--- src/hdl/rcac_pkg.sv ---
package rcac_pkg;

    // ****************************************************************
    // Register offsets.
    // ****************************************************************
    localparam logic [19:0] OFS_CTRL_EVEN   = 20'h10008;
    localparam logic [19:0] OFS_WIN_EVEN    = 20'h1000c;
    localparam logic [19:0] OFS_DEC_ODD     = 20'h10010;
    localparam logic [19:0] OFS_CTRL_ODD    = 20'h10014;
    localparam logic [19:0] OFS_WIN_ODD     = 20'h10018;
    localparam logic [19:0] OFS_GAIN        = 20'h1001c;
    localparam logic [19:0] OFS_RX_BASE     = 20'h12000;
    localparam logic [19:0] OFS_RX_END      = 20'h19ffc;

    // ****************************************************************
    // Field positions and masks.
    // ****************************************************************
    localparam logic [15:0] MASK_DEC        = 16'h3fff;
    localparam logic [15:0] MASK_CTRL       = 16'h0fff;
    localparam logic [15:0] MASK_GAIN       = 16'h0fff;
    localparam int          POS_MODE        = 0;
    localparam int          POS_ACC         = 3;
    localparam int          POS_TRIG        = 7;
    localparam int          POS_FREE        = 9;
    localparam int          POS_TEST        = 10;
    localparam int          POS_MSB         = 11;
    localparam int          POS_TCLR        = 15;
    localparam int          POS_PATH_EVEN   = 0;
    localparam int          POS_PATH_ODD    = 1;
    localparam int          POS_GAIN_EVEN   = 2;
    localparam int          POS_GAIN_ODD    = 7;

    // ****************************************************************
    // Reset values and encodings.
    // ****************************************************************
    localparam logic [15:0] RST_REG         = 16'h0000;
    localparam logic [1:0]  TRIG_OFF        = 2'h0;
    localparam logic [1:0]  TRIG_BURST      = 2'h1;
    localparam logic [3:0]  ACC_MAX_CODE    = 4'h8;
    localparam logic [1:0]  AXI_OKAY        = 2'h0;
    localparam logic [1:0]  AXI_SLVERR      = 2'h2;

    typedef enum logic [1:0] {
        RCAC_IDLE = 2'b00,
        RCAC_ACQ  = 2'b01
    } rcac_acq_t;

endpackage : rcac_pkg

--- src/hdl/rcac_chan.sv ---
`timescale 1ns/100ps
`default_nettype none
module rcac_chan (
    input  wire logic        aclk,
    input  wire logic        aresetn,
    input  wire logic        ce,
    input  wire logic [15:0] ctrl,
    input  wire logic [15:0] win,
    input  wire logic        sync_in,
    input  wire logic        soft_sync,
    input  wire logic        trig_clear,
    input  wire logic [13:0] adc_data,
    output logic             acq_active,
    output logic [8:0]       acc_count,
    output logic             out_valid,
    output logic [13:0]      out_data,
    input  wire logic        out_ready
);
    typedef struct packed {
        rcac_pkg::rcac_acq_t st;
        logic [16:0]         cnt;
        logic [13:0]         pat;
        logic [1:0]          bvld;
        logic [13:0]         b0;
        logic [13:0]         b1;
    } rcac_chan_t;

    rcac_chan_t s_ff;
    rcac_chan_t nxt_s;
    logic [1:0]  trig;
    logic        free_run;
    logic [16:0] burst;
    logic [13:0] sample;
    logic        push;
    logic        pop;
    logic        room;

    // ****************************************************************
    // Mode decode.
    // ****************************************************************
    assign trig     = ctrl[rcac_pkg::POS_TRIG +: 2];
    assign free_run = ctrl[rcac_pkg::POS_FREE];
    assign burst    = {ctrl[rcac_pkg::POS_MSB], win};
    assign acc_count = (ctrl[rcac_pkg::POS_ACC +: 4] >= rcac_pkg::ACC_MAX_CODE) ? 9'h100
                     : 9'(9'h001 << ctrl[rcac_pkg::POS_ACC +: 3]);
    assign sample   = ctrl[rcac_pkg::POS_TEST] ? s_ff.pat : adc_data;
    assign room     = (s_ff.bvld != 2'h3);
    assign push     = (s_ff.st == rcac_pkg::RCAC_ACQ) && room;
    assign pop      = s_ff.bvld[0] && out_ready;
    assign acq_active = (s_ff.st == rcac_pkg::RCAC_ACQ);
    assign out_valid  = s_ff.bvld[0];
    assign out_data   = s_ff.b0;

    always_comb begin
        nxt_s = s_ff;
        if (ctrl[rcac_pkg::POS_TEST]) begin
            nxt_s.pat = 14'(s_ff.pat + 14'h0001);
        end
        unique case (s_ff.st)
            rcac_pkg::RCAC_IDLE: begin
                if (trig == rcac_pkg::TRIG_BURST && (sync_in || soft_sync)) begin
                    nxt_s.st  = rcac_pkg::RCAC_ACQ;
                    nxt_s.cnt = 17'h00000;
                end else if (trig[1] && sync_in) begin
                    nxt_s.st  = rcac_pkg::RCAC_ACQ;
                    nxt_s.cnt = 17'h00000;
                end
            end
            rcac_pkg::RCAC_ACQ: begin
                if (push) begin
                    nxt_s.cnt = 17'(s_ff.cnt + 17'h00001);
                end
                if (trig == rcac_pkg::TRIG_OFF) begin
                    nxt_s.st = rcac_pkg::RCAC_IDLE;
                end else if (trig[1]) begin
                    if (!sync_in) begin
                        nxt_s.st = rcac_pkg::RCAC_IDLE;
                    end
                end else if (trig_clear) begin
                    nxt_s.st = rcac_pkg::RCAC_IDLE;
                end else if (!free_run && push && s_ff.cnt == burst) begin
                    nxt_s.st = rcac_pkg::RCAC_IDLE;
                end
            end
        endcase
        unique case ({push, pop})
            2'b10: begin
                if (s_ff.bvld[0]) begin
                    nxt_s.b1   = sample;
                    nxt_s.bvld = 2'h3;
                end else begin
                    nxt_s.b0   = sample;
                    nxt_s.bvld = 2'h1;
                end
            end
            2'b01: begin
                nxt_s.b0   = s_ff.b1;
                nxt_s.bvld = {1'b0, s_ff.bvld[1]};
            end
            2'b11: begin
                if (s_ff.bvld[1]) begin
                    nxt_s.b0 = s_ff.b1;
                    nxt_s.b1 = sample;
                end else begin
                    nxt_s.b0 = sample;
                end
            end
            2'b00: begin
            end
        endcase
    end

    always_ff @(posedge aclk) begin
        if (!aresetn) begin
            s_ff <= '0;
        end else if (ce) begin
            s_ff <= nxt_s;
        end
    end
endmodule : rcac_chan
`default_nettype wire

--- src/hdl/rcac_top.sv ---
// Decided for this implementation: the AXI4-Lite register port.
`timescale 1ns/100ps
`default_nettype none
// What this block does
// - Burst count is 17 bits: window size low, control MSB bit on top.
// - Host writes words minus one; each trigger acquires count plus one words.
// - Three-bit mode field selects the data path variant.
// - Accumulate code n gives two to the n, codes eight up give 256.
// - Trigger code 00 disables; 01 starts on external or software sync.
// - Code 01 ends at burst end, or at trigger clear in either free-run setting.
// - Gate mode acquires while sync is active, stops when it drops.
// - Free run clear limits by burst count; set collects continuously.
// - Test bit selects converter samples or an incrementing counter.
// - Trigger clear is write-only; a 1 stops a code 01 acquisition.
// - Per-channel path bit: 0 bypasses gain, 1 applies programmed gain.
// - Five-bit gain code, 1 dB steps, -12 dB to +19 dB, gain path only.
// - Each chip register is two 16-bit accesses: low at word, high at plus four.
// - Upper-half write joins held lower half and programs the chip.
module rcac_top (
    input  wire logic        aclk,
    input  wire logic        aresetn,
    input  wire logic        ce,
    input  wire logic [19:0] s_axi_awaddr,
    input  wire logic        s_axi_awvalid,
    output logic             s_axi_awready,
    input  wire logic [31:0] s_axi_wdata,
    input  wire logic [3:0]  s_axi_wstrb,
    input  wire logic        s_axi_wvalid,
    output logic             s_axi_wready,
    output logic [1:0]       s_axi_bresp,
    output logic             s_axi_bvalid,
    input  wire logic        s_axi_bready,
    input  wire logic [19:0] s_axi_araddr,
    input  wire logic        s_axi_arvalid,
    output logic             s_axi_arready,
    output logic [31:0]      s_axi_rdata,
    output logic [1:0]       s_axi_rresp,
    output logic             s_axi_rvalid,
    input  wire logic        s_axi_rready,
    input  wire logic        sync_pin,
    input  wire logic        soft_sync,
    input  wire logic [13:0] adc_even,
    input  wire logic [13:0] adc_odd,
    output logic [2:0]       mode_even,
    output logic [2:0]       mode_odd,
    output logic [8:0]       acc_even,
    output logic [8:0]       acc_odd,
    output logic [13:0]      decim_odd,
    output logic             gain_path_even,
    output logic             gain_path_odd,
    output logic [4:0]       gain_even,
    output logic [4:0]       gain_odd,
    output logic             acq_even,
    output logic             acq_odd,
    output logic             even_valid,
    output logic [13:0]      even_data,
    input  wire logic        even_ready,
    output logic             odd_valid,
    output logic [13:0]      odd_data,
    input  wire logic        odd_ready,
    output logic             rx_wr_stb,
    output logic [12:0]      rx_wr_addr,
    output logic [31:0]      rx_wr_data,
    output logic [1:0]       rx_chip_sel,
    input  wire logic [31:0] rx_rd_data
);
    typedef struct packed {
        logic        aw_v;
        logic [19:0] aw_a;
        logic        w_v;
        logic [31:0] w_d;
        logic        b_v;
        logic [1:0]  b_r;
        logic        r_v;
        logic [1:0]  r_r;
        logic [31:0] r_d;
        logic [15:0] ctrl_e;
        logic [15:0] win_e;
        logic [15:0] dec_o;
        logic [15:0] ctrl_o;
        logic [15:0] win_o;
        logic [15:0] gain;
        logic        tclr_e;
        logic        tclr_o;
        logic [15:0] lo_hold;
        logic [15:0] hi_read;
        logic        wr_stb;
        logic [12:0] wr_a;
        logic [31:0] wr_d;
        logic [1:0]  sel;
        logic [1:0]  sync_s;
    } rcac_top_t;

    rcac_top_t s_ff;
    rcac_top_t nxt_s;
    logic      wr_go;
    logic      rx_w;
    logic      rx_r;
    logic      w_ok;

    // ****************************************************************
    // Acquisition channels.
    // ****************************************************************
    rcac_chan u_even (
        .aclk       (aclk),
        .aresetn    (aresetn),
        .ce         (ce),
        .ctrl       (s_ff.ctrl_e),
        .win        (s_ff.win_e),
        .sync_in    (s_ff.sync_s[1]),
        .soft_sync  (soft_sync),
        .trig_clear (s_ff.tclr_e),
        .adc_data   (adc_even),
        .acq_active (acq_even),
        .acc_count  (acc_even),
        .out_valid  (even_valid),
        .out_data   (even_data),
        .out_ready  (even_ready)
    );

    rcac_chan u_odd (
        .aclk       (aclk),
        .aresetn    (aresetn),
        .ce         (ce),
        .ctrl       (s_ff.ctrl_o),
        .win        (s_ff.win_o),
        .sync_in    (s_ff.sync_s[1]),
        .soft_sync  (soft_sync),
        .trig_clear (s_ff.tclr_o),
        .adc_data   (adc_odd),
        .acq_active (acq_odd),
        .acc_count  (acc_odd),
        .out_valid  (odd_valid),
        .out_data   (odd_data),
        .out_ready  (odd_ready)
    );

    // ****************************************************************
    // Register outputs.
    // ****************************************************************
    assign mode_even      = s_ff.ctrl_e[rcac_pkg::POS_MODE +: 3];
    assign mode_odd       = s_ff.ctrl_o[rcac_pkg::POS_MODE +: 3];
    assign decim_odd      = s_ff.dec_o[13:0];
    assign gain_path_even = s_ff.gain[rcac_pkg::POS_PATH_EVEN];
    assign gain_path_odd  = s_ff.gain[rcac_pkg::POS_PATH_ODD];
    assign gain_even      = s_ff.gain[rcac_pkg::POS_GAIN_EVEN +: 5];
    assign gain_odd       = s_ff.gain[rcac_pkg::POS_GAIN_ODD +: 5];
    assign s_axi_awready  = !s_ff.aw_v && !s_ff.b_v;
    assign s_axi_wready   = !s_ff.w_v && !s_ff.b_v;
    assign s_axi_bvalid   = s_ff.b_v;
    assign s_axi_bresp    = s_ff.b_r;
    assign s_axi_arready  = !s_ff.r_v;
    assign s_axi_rvalid   = s_ff.r_v;
    assign s_axi_rresp    = s_ff.r_r;
    assign s_axi_rdata    = s_ff.r_d;
    assign rx_wr_stb      = s_ff.wr_stb;
    assign rx_wr_addr     = s_ff.wr_a;
    assign rx_wr_data     = s_ff.wr_d;
    assign rx_chip_sel    = s_ff.sel;

    // ****************************************************************
    // Write decode, read decode and receiver bridge.
    // ****************************************************************
    assign wr_go = s_ff.aw_v && s_ff.w_v && !s_ff.b_v;
    assign rx_w  = (s_ff.aw_a >= rcac_pkg::OFS_RX_BASE) && (s_ff.aw_a <= rcac_pkg::OFS_RX_END);
    assign rx_r  = (s_axi_araddr >= rcac_pkg::OFS_RX_BASE)
                && (s_axi_araddr <= rcac_pkg::OFS_RX_END);
    assign w_ok  = (s_ff.w_d[3:0] != 4'h0);

    always_comb begin
        nxt_s        = s_ff;
        nxt_s.tclr_e = 1'b0;
        nxt_s.tclr_o = 1'b0;
        nxt_s.wr_stb = 1'b0;
        nxt_s.sync_s = {s_ff.sync_s[0], sync_pin};
        if (s_axi_awvalid && s_axi_awready) begin
            nxt_s.aw_v = 1'b1;
            nxt_s.aw_a = {s_axi_awaddr[19:2], 2'b00};
        end
        if (s_axi_wvalid && s_axi_wready) begin
            nxt_s.w_v = 1'b1;
            nxt_s.w_d = {s_axi_wdata[31:16], s_axi_wdata[15:0]};
            nxt_s.w_d[3:0] = s_axi_wstrb;
            nxt_s.w_d[31:16] = s_axi_wdata[15:0];
        end
        if (wr_go) begin
            nxt_s.aw_v = 1'b0;
            nxt_s.w_v  = 1'b0;
            nxt_s.b_v  = 1'b1;
            nxt_s.b_r  = rcac_pkg::AXI_OKAY;
            if (!w_ok) begin
            end else if (rx_w) begin
                if (!s_ff.aw_a[2]) begin
                    nxt_s.lo_hold = s_ff.w_d[31:16];
                end else begin
                    nxt_s.wr_stb = 1'b1;
                    nxt_s.wr_d   = {s_ff.w_d[31:16], s_ff.lo_hold};
                    nxt_s.wr_a   = {s_ff.aw_a[12:3], 3'b000};
                    nxt_s.sel    = 2'(s_ff.aw_a[15:13] - 3'h1);
                end
            end else begin
                unique case (s_ff.aw_a)
                    rcac_pkg::OFS_CTRL_EVEN: begin
                        nxt_s.ctrl_e = s_ff.w_d[31:16] & rcac_pkg::MASK_CTRL;
                        nxt_s.tclr_e = s_ff.w_d[16 + rcac_pkg::POS_TCLR];
                    end
                    rcac_pkg::OFS_WIN_EVEN: nxt_s.win_e = s_ff.w_d[31:16];
                    rcac_pkg::OFS_DEC_ODD:  nxt_s.dec_o = s_ff.w_d[31:16] & rcac_pkg::MASK_DEC;
                    rcac_pkg::OFS_CTRL_ODD: begin
                        nxt_s.ctrl_o = s_ff.w_d[31:16] & rcac_pkg::MASK_CTRL;
                        nxt_s.tclr_o = s_ff.w_d[16 + rcac_pkg::POS_TCLR];
                    end
                    rcac_pkg::OFS_WIN_ODD:  nxt_s.win_o = s_ff.w_d[31:16];
                    rcac_pkg::OFS_GAIN:     nxt_s.gain  = s_ff.w_d[31:16] & rcac_pkg::MASK_GAIN;
                    default:                nxt_s.b_r   = rcac_pkg::AXI_SLVERR;
                endcase
            end
        end
        if (s_ff.b_v && s_axi_bready) begin
            nxt_s.b_v = 1'b0;
        end
        if (s_axi_arvalid && s_axi_arready) begin
            nxt_s.r_v = 1'b1;
            nxt_s.r_r = rcac_pkg::AXI_OKAY;
            nxt_s.r_d = 32'h00000000;
            if (rx_r) begin
                if (!s_axi_araddr[2]) begin
                    nxt_s.r_d     = {16'h0000, rx_rd_data[15:0]};
                    nxt_s.hi_read = rx_rd_data[31:16];
                end else begin
                    nxt_s.r_d = {16'h0000, s_ff.hi_read};
                end
            end else begin
                unique case ({s_axi_araddr[19:2], 2'b00})
                    rcac_pkg::OFS_CTRL_EVEN: nxt_s.r_d = {16'h0000, s_ff.ctrl_e};
                    rcac_pkg::OFS_WIN_EVEN:  nxt_s.r_d = {16'h0000, s_ff.win_e};
                    rcac_pkg::OFS_DEC_ODD:   nxt_s.r_d = {16'h0000, s_ff.dec_o};
                    rcac_pkg::OFS_CTRL_ODD:  nxt_s.r_d = {16'h0000, s_ff.ctrl_o};
                    rcac_pkg::OFS_WIN_ODD:   nxt_s.r_d = {16'h0000, s_ff.win_o};
                    rcac_pkg::OFS_GAIN:      nxt_s.r_d = {16'h0000, s_ff.gain};
                    default:                 nxt_s.r_r = rcac_pkg::AXI_SLVERR;
                endcase
            end
        end else if (s_ff.r_v && s_axi_rready) begin
            nxt_s.r_v = 1'b0;
        end
    end

    always_ff @(posedge aclk) begin
        if (!aresetn) begin
            s_ff <= '0;
        end else if (ce) begin
            s_ff <= nxt_s;
        end
    end
endmodule : rcac_top
`default_nettype wire

--- config.mk ---
export PLATFORM = sky130hd
export DESIGN_NAME = rcac_top
export DESIGN_NICKNAME = d
export VERILOG_FILES = /design/src/hdl/rcac_pkg.sv /design/src/hdl/rcac_chan.sv /design/src/hdl/rcac_top.sv
export SDC_FILE = /design/constraint.sdc
export NUM_CORES = 1
export LEC_CHECK = 0
export BUFFER_PORTS_ARGS = -buffer_cell sky130_fd_sc_hd__buf_2
export CORE_MARGIN = 3
export CORE_UTILIZATION = 56
export CTS_CLUSTER_DIAMETER = 50
export DETAILED_ROUTE_END_ITERATION = 10
export GPL_TIMING_DRIVEN = 0
export PLACE_DENSITY = 0.84
export SKIP_CTS_REPAIR_TIMING = 1
export SLEW_MARGIN = 20
export SYNTH_ARGS = -nofsm -noshare
export SYNTH_HDL_FRONTEND = slang
export SYNTH_SLANG_ARGS = --single-unit
--- constraint.sdc ---
create_clock -name aclk -period 2.5 [get_ports aclk]
set_input_delay 0.375 -clock aclk [delete_from_list [all_inputs] [get_ports aclk]]
set_output_delay 0.375 -clock aclk [all_outputs]
set_load 0.01 [all_outputs]
Yosys cells after proc, flatten, opt, wreduce, memory -nomap -nowiden --
Cells that the tools add are included.
Storage, ports and cells: input port bits 148, flip-flop bits (word level) 379, output and inout bits 171, logic and storage cells 232
Cells by class: shift operators 2, equality and inequality tests 40, mux-type cells 64, bitwise operators 3, add/subtract/negate cells 5, magnitude comparators 6, reductions and logical operators 76
Operators with widths (count):
- == test 18 x 15 -> 1 bit, second input constant | 12
- two-way mux 48 bit | 4
- two-way mux 14 bit | 10
- case mux 16 bit (6 select lines) | 1
- case mux 14 bit (3 select lines) | 2
- two-way mux 19 bit | 4
- case mux 19 bit (2 select lines) | 2
- two-way mux 16 bit | 4
- case mux 14 bit (2 select lines) | 2
- >= comparator 20 x 17 -> 1 bit, second input constant | 2
- <= comparator 20 x 17 -> 1 bit, second input constant | 2
- AND reduction 5 bit | 8
- two-way mux 18 bit | 2
- adder 17 x 1 -> 17 bit, second input constant | 2
- == test 17 bit | 2
- two-way mux 17 bit | 2
- two-way mux 2 bit | 17
- two-way mux 33 bit | 1
- adder 14 x 1 -> 14 bit, second input constant | 2
- AND reduction 2 bit | 12
- logical AND 1 bit | 23
- two-way mux 21 bit | 1
- AND reduction 4 bit | 5
- two-way mux 9 bit | 2
- other kinds (22) | 72

Depth between registers and ports, before layout --
Gate-level depths: netlist (run 1).
depth after elaboration 9, depth in mapped cells 9, mapped depth without buffers 8

Hierarchy --
From an unflattened synthesis (run 1), not the netlist that was laid out.
Unflattened totals: cells, all modules 1870, area total of the unflattened synthesis 17025.1 µm²
By module, submodules not included:
- rcac_top | area an instance 10025.9 µm², cells each 1118, sequential area each 4464.3 µm², times used 1
- rcac_chan | area an instance 3499.6 µm², cells each 376, sequential area each 1241.2 µm², times used 2

Worst setup path after synthesis (run 1) --
Ideal clock, no wire load.
kind flip-flop to flip-flop, start register u_even.s_ff[61] (netlist bit), end register u_even.s_ff, in the netlist u_even.out_data[4], setup time 0.059 ns, cell stages (with the launch flop) 9, buffers on the path 1, setup slack 0.380 ns, arrival 2.062 ns, period minus slack after synthesis 2.120 ns, required time 2.441 ns, cell sequence dfxtp_1 a21boi_2 inv_1 ha_1 mux2i_1 clkbuf_1 a22oi_1 nand2_1 o211a_1
Between the ends: cells in the longest elaborated chain, start to end 5, elaborated cells between the ends (all ways) 9, those cells by class eq/ne (5); mux (1); reduce/logical (3)
RTL lines:
- start: declaration | line rcac_chan.sv:28 | rcac_chan_t s_ff;
- start signal: assignment | line rcac_chan.sv:117 | s_ff <= nxt_s;
- == test 2 x 1 -> 1 bit (*) | line rcac_chan.sv:48 | assign push = (s_ff.st == rcac_pkg::RCAC_ACQ) && room;
- logical AND 1 bit (*) | line rcac_chan.sv:48
- == test 2 bit / == test 2 x 1 -> 1 bit (equally long branches) | line rcac_chan.sv:86 | unique case ({push, pop})
- != test 2 bit (no line) / nonzero test 3 bit (equally long branches)
- AND reduction 3 bit (no line)
Every way passes the cells marked *; elsewhere a longest branch is shown, timed or not. A chain may end at the register's enable or synchronous reset.

Worst setup path after layout (run 1) --
start input port ce, end register u_even.s_ff, in the netlist u_even.out_data[9]
Between the ends: cells in the longest elaborated chain, start to end 1
RTL lines:
- start: declaration | line rcac_top.sv:22 | input wire logic ce,
- AND reduction 3 bit (no line)
No other way between the ends.

==> metrics.cfg, run 1 <==
[synthesis]
ys.flop_type=dfxtp_1
synth.distinct_cells=65
avgSynthCellArea_um2=8.92
yosys_warnings=0
synth_edf_count=0
syn_area_um2=16700
synthCells=1877
synth_seq_cells=347
synth_seq_area_share=0.415
synthArstFlopShare=0

[sta]
slew_violations=0
finalClockSkew_ns=0.0232
finalHoldViolations=0
fin_crit_ns=2.46
setup_viol=0
tightest_slew_ns=0.985
slew_headroom=0.343
fin_crit_sh=0.986
hold_ws_ns=0.0915
rsz0062_at_grt=yes
fmax_mhz=406
layout_setup_ws_ns=0.0357

[place]
place_hpwl_mm=41.8
pre_cts_slack_ns=-0.453
gp_congestion=1.01
port_buffers=278

[floorplan]
core.rowCount=62
die_h_um=179
coreArea_um2=29100
start_util=0.575
io_pins=319
dieArea_um2=32000
fp.dieW_um=179

[global_route]
grt_pass1_wl_mm=83.3
antenna_found_initial=6
grt-ovfl-total=0
grt_pass1_vias=14800
grt_max_degree=13
grt_usage=0.335

[route]
post_drt_wl_per_cell_um=20.8
first_pass_iters=6
drc_errors=0
num_vias=15500
wirelength_mm=55.2
drt_iter0_markers=1786
viasPerCell=5.87
ant_nets=0

[clock_tree]
cts.sinks=347
clock_latency_ns=0.54
clk_pin_slew_worst_paths_ns=0.06
cts_max_path_buffers=3
htree_num_levels=2
ctsRootBufferMaster=clkbuf_16
numCtsBuffers=41
cts_tree=yes

[power_and_ir_drop]
vdd_drop_max_v=0.000492
leakagePower_nw=8.86
power_mw=12.3
p_per_area_nw_per_um2=607

[final_layout]
syn2layout_area_growth_pct=20.7
final_cell_mix=dfxtp_1 (346), buf_2 (292), nand2_1 (254)
final_common_cell=dfxtp_1
drive_above_1_share=0.277
final_nets=2388

[worst_setup_path]
cp.required_ns=2.93
path_cells=buf_2 > buf_2 > inv_1 > buf_2 > a21oi_1 > clkbuf_1 > nand2_1 > o211a_1
criticalPathCategory=primary input to flop
crit_top_cell=buf_2
critPathLaunchType=primary input
critPathSlowestCell=a21oi_1
cp-end-kind=flop
cp_max_fo=10
cpPeakStageDelay_ns=0.63
arrival_ns=2.89

[outcome]
status=finished clean

[hold_path]
hold_class=primary input to flop

[flow_run]
max_cap_viol_count=0

## cell usage after synthesis (3+ instances only)
library cell / number / area share
nand2_1: 255 / 0.057
a211oi_1: 9 / 0.0040
and4_1: 4 / 0.0021
buf_1: 16 / 0.0036
o31ai_1: 6 / 0.0027
nand3_1: 113 / 0.034
xnor2_1: 51 / 0.027
a21boi_0: 93 / 0.042
clkbuf_1: 86 / 0.019
nor2_1: 45 / 0.010
or4_1: 5 / 0.0022
o21ai_1: 4 / 0.0012
dfxtp_1: 347 / 0.42
a221oi_1: 12 / 0.0063
a22oi_1: 41 / 0.018
or3_1: 35 / 0.013
mux2i_1: 50 / 0.030
inv_1: 19 / 0.0043
a2111oi_0: 9 / 0.0047
and2_1: 24 / 0.0090
nand4_1: 20 / 0.0075
mux2_2: 67 / 0.045
o21ai_0: 112 / 0.033
nand4b_1: 4 / 0.0021
nor3b_1: 6 / 0.0027
a32oi_1: 3 / 0.0016
a31o_2: 13 / 0.0068
buf_4: 143 / 0.064
nor3_1: 12 / 0.0036
xor2_1: 29 / 0.015
nand3b_1: 4 / 0.0018
nand2b_1: 10 / 0.0037
o211a_1: 57 / 0.034
o2111ai_1: 3 / 0.0016
o211ai_1: 3 / 0.0013
buf_2: 14 / 0.0042
and3_1: 15 / 0.0056
a21oi_1: 36 / 0.011
nor2b_1: 47 / 0.018
ha_1: 10 / 0.0075
a31oi_1: 4 / 0.0015
nor4_1: 14 / 0.0052
## worst paths after layout
| kind | slack, ns | from | end | depth (start not counted) |
|---|---|---|---|---|
| min reg2reg | 0.47 | rx_wr_data[18] | rx_wr_data[18] | 2 |
| max | 0.04 | ce | u_even.out_data[9] | 8 |
| min | 0.09 | rx_rd_data[27] | s_ff[61] | 3 |
| max reg2reg | 0.09 | s_ff[268] | gain_odd[3] | 8 |
## state kept, by name (all words and copies together) (netlist names), 14 cells and up
name             count
decim_odd           14
rx_wr_data          32
s_axi_rdata         16
s_ff               125
u_even.out_data     14
u_even.s_ff         47
u_odd.out_data      14
u_odd.s_ff          47
## logic make-up (layout without fill, tap and decap cells)
| kind of cell | count (synthesis) | after routing | synth area share |
|---|---|---|---|
| and+or+nand+nor | 630 | 630 | 0.190 |
| AOI/OAI and AO/OA | 413 | 413 | 0.174 |
| DFF | 347 | 347 | 0.415 |
| buffers and inverters | 279 | 642 | 0.0961 |
| muxes | 117 | 117 | 0.0750 |
| xor gates and xnor gates | 80 | 80 | 0.0419 |
| adders and majority gates | 10 | 10 | 0.00748 |
| other | 1 | 25 | 0.000224 |
## layout make-up
class	count	area, µm²
clock inverters	13	136
plain buffers	260	1550
multi-input cells	1271	8310
clock buffers	60	1210
fillers	2285	8890
diodes	4	10.0
flip-flops and latches	347	6950
inverters	19	71.3
repair buffers	290	1480
well taps	384	480
## through the flow
stage                util  std cells  setup TNS [ns]  area (µm²)
floorplan               -       1897               0       16800
global placement    0.642       2559          -10.88       18700
CTS                 0.689       2632           -4.54       20000
global route        0.694       2647          -0.187       20200
detailed placement  0.642       2559          -16.03       18700
finish              0.694       2648               0       20200
## power breakdown
group	switching, mW	internal [mW]	total [mW]
sequential	0.0457	5.57	5.62
combinational	0.425	0.263	0.688
clock	2.39	3.57	5.96
## worst max-delay path: cells and delay by family
| family | cells | cell delay, ns |
|---|---|---|
| buffers and inverters | 5 | 1.53 |
| AOI/OAI and AO/OA | 2 | 0.81 |
| and+or+nand+nor | 1 | 0.16 |
## routing by layer
layer  share of wire  up-vias  wire, µm  GRT usage
li1                -     7166         -          -
met1            0.40     7385     22100      0.436
met2            0.47      832     25700      0.548
met5         0.00074        -        41          0
met3           0.088      148      4870     0.0570
met4           0.043        6      2370      0.144
No activity file was read; power rests on OpenSTA's default activity.
==> run 2: changes to the inputs <==
--- a/config.mk
+++ b/config.mk
@@ -11,7 +11,7 @@
 export CTS_CLUSTER_DIAMETER = 50
 export DETAILED_ROUTE_END_ITERATION = 10
 export GPL_TIMING_DRIVEN = 0
-export PLACE_DENSITY = 0.84
+export PLACE_DENSITY = 0.81
 export SKIP_CTS_REPAIR_TIMING = 1
 export SLEW_MARGIN = 20
 export SYNTH_ARGS = -nofsm -noshare
==> run 2 against run 1 <==
Compared with the run above: power fell by 1.7%; cell area fell by 0.58%; first-iteration DRC count decreased by 24%; combinational power down 1%; via count fell by 1.2%; sequential power hardly changed; largest cell class unchanged.
==> metrics.cfg, run 2 (synthesis results as in run 1) <==
[floorplan]
die_h_um=179  ; unchanged
core.rowCount=62  ; unchanged
fp.dieW_um=179  ; unchanged
io_pins=319  ; unchanged
coreArea_um2=29100  ; unchanged
start_util=0.575  ; unchanged
dieArea_um2=32000  ; unchanged

[worst_setup_path]
arrival_ns=2.81  ; was 2.89 ns
critPathTopFamily=simple AND/OR/NAND/NOR gates  ; was buffers and inverters
cp_max_fo=10  ; unchanged
critPathLaunchType=flop  ; was primary input
path_cells=nor4b_4 > and4_2 > clkbuf_1 > nand4_2 > clkbuf_1 > nand3_1 > o21ai_0  ; was buf_2 > buf_2 > inv_1 > buf_2 > a21oi_1 > clkbuf_1 > nand2_1 > o211a_1
crit_buf_inv=2  ; was 5
criticalPathCategory=flop to flop  ; was primary input to flop
cpPeakStageDelay_ns=0.44  ; was 0.63 ns
critPathSlowestCell=nor4b_4  ; was a21oi_1
cp.required_ns=2.91  ; was 2.93 ns
cp-end-kind=flop  ; unchanged
crit_top_cell=clkbuf_1  ; was buf_2

[global_route]
top_usage_layer=met2  ; unchanged
globalRouteMet3Util=0.0703  ; was 0.0570
grt_pass1_vias=14800  ; about the same
grt-ovfl-total=0  ; unchanged
antenna_found_initial=6  ; unchanged
grt_pass1_wl_mm=81.1  ; was 83.3 mm
grtUsageMet2=0.529  ; was 0.548
grt_usage=0.326  ; was 0.335
use_met1=0.414  ; was 0.436
grt_max_degree=13  ; unchanged

[power_and_ir_drop]
switching_share=0.236  ; was 0.233
power_mw=12.1  ; was 12.3 mW
vdd_drop_max_v=0.000458  ; was 0.000492 V
p_switching_mw=2.85  ; was 2.86 mW
p_seq_frac=0.466  ; was 0.458
p_per_area_nw_per_um2=601  ; was 607 nW/µm²
power.share.clock=0.478  ; was 0.486
pwr-share-comb=0.056  ; about the same
leakagePower_nw=8.82  ; was 8.86 nW
p_int_mw=9.21  ; was 9.41 mW

[final_layout]
syn2layout_area_growth_pct=20.0  ; was 20.7%
final_nets=2384  ; was 2,388
drive_above_1_share=0.272  ; was 0.277
instances_no_fill=2641  ; was 2,648
largest_reg_flops=125  ; unchanged
fillers=2355  ; was 2,285
final_cell_mix=dfxtp_1 (346), buf_2 (292), nand2_1 (255)  ; was dfxtp_1 (346), buf_2 (292), nand2_1 (254)
regMostFlops=s_ff  ; unchanged
reg_top3=s_ff (125), u_even.s_ff (47), u_odd.s_ff (47)  ; unchanged
utilization=0.690  ; was 0.694
final_common_cell=dfxtp_1  ; unchanged

[route]
ant_nets=0  ; unchanged
viasPerCell=5.81  ; was 5.87
post_drt_wl_per_cell_um=20.3  ; was 20.8 µm
first_pass_iters=6  ; unchanged
drt_iter0_markers=1364  ; was 1,786
num_vias=15300  ; was 15,500
drc_errors=0  ; unchanged
wirelength_mm=53.7  ; was 55.2 mm

[clock_tree]
htree_num_levels=2  ; unchanged
clk_pin_slew_worst_paths_ns=0.06  ; about the same
cts_tree=yes  ; unchanged
cts_max_path_buffers=3  ; unchanged
ctsRootBufferMaster=clkbuf_16  ; unchanged
numCtsBuffers=41  ; unchanged
clock_latency_ns=0.54  ; about the same
cts.sinks=347  ; unchanged

[flow_run]
max_cap_viol_count=0  ; unchanged

[sta]
finalHoldViolations=0  ; unchanged
fin_crit_sh=0.963  ; was 0.986
hold_ws_ns=0.0900  ; was 0.0915 ns
rsz0062_at_grt=yes  ; unchanged
fmax_mhz=415  ; was 406 MHz
slew_violations=0  ; unchanged
finalClockSkew_ns=0.0132  ; was 0.0232 ns
setup_tns_ns=0  ; unchanged
slew_headroom=0.290  ; was 0.343
tightest_slew_ns=1.07  ; was 0.985 ns
setup_viol=0  ; unchanged
fin_crit_ns=2.41  ; was 2.46 ns

[place]
gp_congestion=1.05  ; was 1.01
placedCellCount=2559  ; unchanged
port_buffers=278  ; unchanged
place_hpwl_mm=40.7  ; was 41.8 mm

[outcome]
status=finished clean  ; unchanged

[hold_path]
hold_class=primary input to flop  ; unchanged

[run 2: cell type report]
type                    instances  area, µm²  share of cell area
multi-input cells            1271       8290               0.413
flip-flops and latches        347       6950               0.346
plain buffers                 260       1550              0.0769
repair buffers                286       1450              0.0723
clock buffers                  56       1120              0.0559
well taps                     384        480              0.0239
clock inverters                16        173             0.00860
inverters                      19       71.3             0.00355
diodes                          2       5.00            0.000249
[run 2: path summary, 6_finish.rpt]
kind                       start       endpoint  slack [ns]  cells past startpoint
setup / recovery       s_ff[268]   decim_odd[8]        0.09                      7
setup reg to reg       s_ff[268]   decim_odd[8]        0.09                      7
hold reg to reg    rx_wr_data[7]  rx_wr_data[7]        0.46                      2
hold / removal    s_axi_wstrb[3]      s_ff[221]        0.09                      3
[run 2: worst register-to-register path, delay by kind of cell (launching register included)]
family	cells	cell delay, ns
flops	1	0.33
simple gates	4	1.27
compound gates	1	0.08
buf+inv	2	0.61
[run 2: power groups by stage]
stage                     clock network [mW]  logic (mW)  registers (mW)
after global routing                    6.03       0.726            5.62
final                                   5.76       0.679            5.62
after global placement                     0       0.651            5.73
after detailed placement                   0       0.660            5.73
after CTS                               5.79       0.663            5.61
after floorplan                            0       0.370            5.72
[run 2: layer usage]
metal	vias up	routed length, µm
met4	8	2760
met2	735	24700
met1	7276	21100
met5	-	56
met3	175	5010
li1	7155	-
[run 2: stage by stage]
step           setup slack [ns]  instance area, µm²
2_1_floorplan             0.380               16800
5_1_grt                 -0.0422               20100
4_1_cts                  -0.175               20000
3_3_place_gp             -0.302               18700
6_report                 0.0928               20100
3_5_place_dp             -0.331               18700
==> run 3: changes to the inputs <==
--- a/config.mk
+++ b/config.mk
@@ -7,11 +7,10 @@
 export LEC_CHECK = 0
 export BUFFER_PORTS_ARGS = -buffer_cell sky130_fd_sc_hd__buf_2
 export CORE_MARGIN = 3
-export CORE_UTILIZATION = 56
+export CORE_UTILIZATION = 33
 export CTS_CLUSTER_DIAMETER = 50
 export DETAILED_ROUTE_END_ITERATION = 10
 export GPL_TIMING_DRIVEN = 0
-export PLACE_DENSITY = 0.81
 export SKIP_CTS_REPAIR_TIMING = 1
 export SLEW_MARGIN = 20
 export SYNTH_ARGS = -nofsm -noshare
==> run 3 against run 2 <==
Compared with the run above: routed wire length up 4.1%; non-clock buffer count is 4 higher; clock skew is 0.023 ns higher; maximum frequency up 2.3%; cell count grew 11%.
==> metrics.cfg, run 3 (synthesis results as in run 1) <==
[power_and_ir_drop]
vdd_drop_max_v=0.000420  ; was 0.000458 V
p_per_area_nw_per_um2=630  ; was 601 nW/µm²
power_mw=13.1  ; was 12.1 mW
leakagePower_nw=8.96  ; was 8.82 nW

[worst_setup_path]
timing.rr.start=u_even.out_valid  ; was s_ff[268]
cp.required_ns=2.96  ; was 2.91 ns
regToRegSetupSlack_ns=0.15  ; was 0.09 ns
arrival_ns=2.81  ; about the same
r2r-end=u_even.s_ff[10]  ; was decim_odd[8]
critPathSlowestCell=dfxtp_1  ; was nor4b_4
criticalPathCategory=flop to flop  ; unchanged
path_cells=nand2_1 > inv_1 > ha_1 > mux2i_1 > nor2_1 > clkbuf_1 > o211a_1  ; was nor4b_4 > and4_2 > clkbuf_1 > nand4_2 > clkbuf_1 > nand3_1 > o21ai_0
critPathLaunch=u_even.out_valid  ; was s_ff[268]
cp_max_fo=10  ; unchanged
cp-end-kind=flop  ; unchanged
cpPeakStageDelay_ns=0.52  ; was 0.44 ns
r2r.worst_path.cells=7  ; unchanged
critPathLaunchType=flop  ; unchanged

[final_layout]
seq_area_um2=6950  ; unchanged
syn2layout_area_growth_pct=23.9  ; was 20.0%
regMostFlops=s_ff  ; unchanged
reg_top3=s_ff (125), u_even.s_ff (47), u_odd.s_ff (47)  ; unchanged
drive_above_1_share=0.277  ; was 0.272
final_cell_mix=dfxtp_1 (346), buf_2 (292), nand2_1 (255)  ; unchanged
fillers=4963  ; was 2,355
multi_input_area_um2=8300  ; was 8290 µm²
stdcell_area_um2=20700  ; was 20,100 µm²
final_common_cell=dfxtp_1  ; unchanged
final_nets=2391  ; was 2,384
largest_reg_flops=125  ; unchanged

[clock_tree]
cts_tree=yes  ; unchanged
clk_pin_slew_worst_paths_ns=0.06  ; about the same
htree_num_levels=2  ; unchanged
cts_max_path_buffers=3  ; unchanged
numCtsBuffers=44  ; was 41
ctsRootBufferMaster=clkbuf_16  ; unchanged
cts.sinks=347  ; unchanged
clock_latency_ns=0.60  ; was 0.54 ns

[hold_path]
hold_class=primary input to flop  ; unchanged
hold_start=rx_rd_data[18]  ; was s_axi_wstrb[3]
holdPathStages=3  ; unchanged
min_to=s_ff[52]  ; was s_ff[221]

[global_route]
grt_pass1_vias=14600  ; was 14,800
grt_max_degree=13  ; unchanged
grt_usage=0.203  ; was 0.326
grt_pass1_wl_mm=84.8  ; was 81.1 mm
grt-ovfl-total=0  ; unchanged
antenna_found_initial=5  ; was 6

[sta]
fin_crit_sh=0.941  ; was 0.963
finalHoldViolations=0  ; unchanged
fin_crit_ns=2.35  ; was 2.41 ns
rsz0062_at_grt=yes  ; unchanged
slew_violations=0  ; unchanged
fmax_mhz=425  ; was 415 MHz
tightest_slew_ns=0.918  ; was 1.07 ns
setup_viol=0  ; unchanged
finalClockSkew_ns=0.0357  ; was 0.0132 ns
slew_headroom=0.388  ; was 0.290

[floorplan]
start_util=0.338  ; was 0.575
io_pins=319  ; unchanged
dieArea_um2=53500  ; was 32,000 µm²
core.rowCount=81  ; was 62
fp.dieW_um=231  ; was 179 µm
coreArea_um2=49600  ; was 29,100 µm²
die_h_um=231  ; was 179 µm

[route]
num_vias=14900  ; was 15,300
drc_errors=0  ; unchanged
first_pass_iters=5  ; was 6
post_drt_wl_per_cell_um=19.1  ; was 20.3 µm
ant_nets=0  ; unchanged
viasPerCell=5.10  ; was 5.81
drt_iter0_markers=1018  ; was 1,364
wirelength_mm=55.9  ; was 53.7 mm

[place]
port_buffers=278  ; unchanged
place_hpwl_mm=42.4  ; was 40.7 mm
dpl-instance-area_um2=19000  ; was 18,700 µm²
gp_congestion=0.915  ; was 1.05

[outcome]
status=finished clean  ; unchanged

[flow_run]
max_cap_viol_count=0  ; unchanged

## run 3: cell count changes in the layout (fill, tap and decap cells not counted), sizes merged
cell      before  now
inv           23   22
clkbuf       142  147
clkinv         9    3
clkinvlp       1    3
buf          460  465
bufinv         2    5
diode          2    1
## run 3: how the worst max path moves through the flow
stage                         endpoint  slack, ns  depth (start not counted)
global placement             s_ff[126]      -0.78                          6
detailed placement           s_ff[126]      -0.83                          6
CTS                          s_ff[126]      -0.60                          6
floorplan           u_even.out_data[4]       0.38                          8
global route             u_odd.s_ff[9]      -0.02                          7
finish                 u_even.s_ff[10]       0.15                          7
## run 3: layout make-up
type	instances	share of cell area
diodes	1	0.000121
plain buffers	259	0.0743
clock buffers	62	0.0632
clock inverters	14	0.0119
inverters	19	0.00344
multi-input cells	1271	0.400
flip-flops and latches	347	0.335
well taps	664	0.0401
repair buffers	291	0.0718
## run 3: per-layer routing
metal,wire [µm],track usage,vias up
met1,23800,0.259,7202
met5,20,0,-
met2,26800,0.344,430
met3,3490,0.0392,98
met4,1810,0.0713,4
li1,-,-,7213
## run 3: power by group
| part | total (mW) | switching (mW) | internal (mW) |
|---|---|---|---|
| registers | 5.62 | 0.0455 | 5.57 |
| logic | 0.671 | 0.408 | 0.263 |
| clock network | 6.78 | 2.59 | 4.19 |
## run 3: worst max-delay path, delay by kind of cell, from the launching register on
family / cells / cell delay (ns)
mux: 1 / 0.43
buf+inv: 2 / 0.41
simple gates: 2 / 0.37
fa+ha+maj: 1 / 0.24
compound gates: 1 / 0.27
flops: 1 / 0.52
## run 3: per-stage QoR
step	hold slack [ns]	setup slack [ns]	util	setup TNS, ns	std cells
final	0.0389	0.146	0.418	0	2928
after floorplan	0.440	0.380	-	0	1897
after detailed placement	0.456	-0.830	0.384	-31.33	2839
after CTS	0.0123	-0.603	0.415	-11.77	2915
after global placement	0.453	-0.778	0.384	-25.97	2839
after global routing	0.0384	-0.0179	0.418	-0.0251	2928
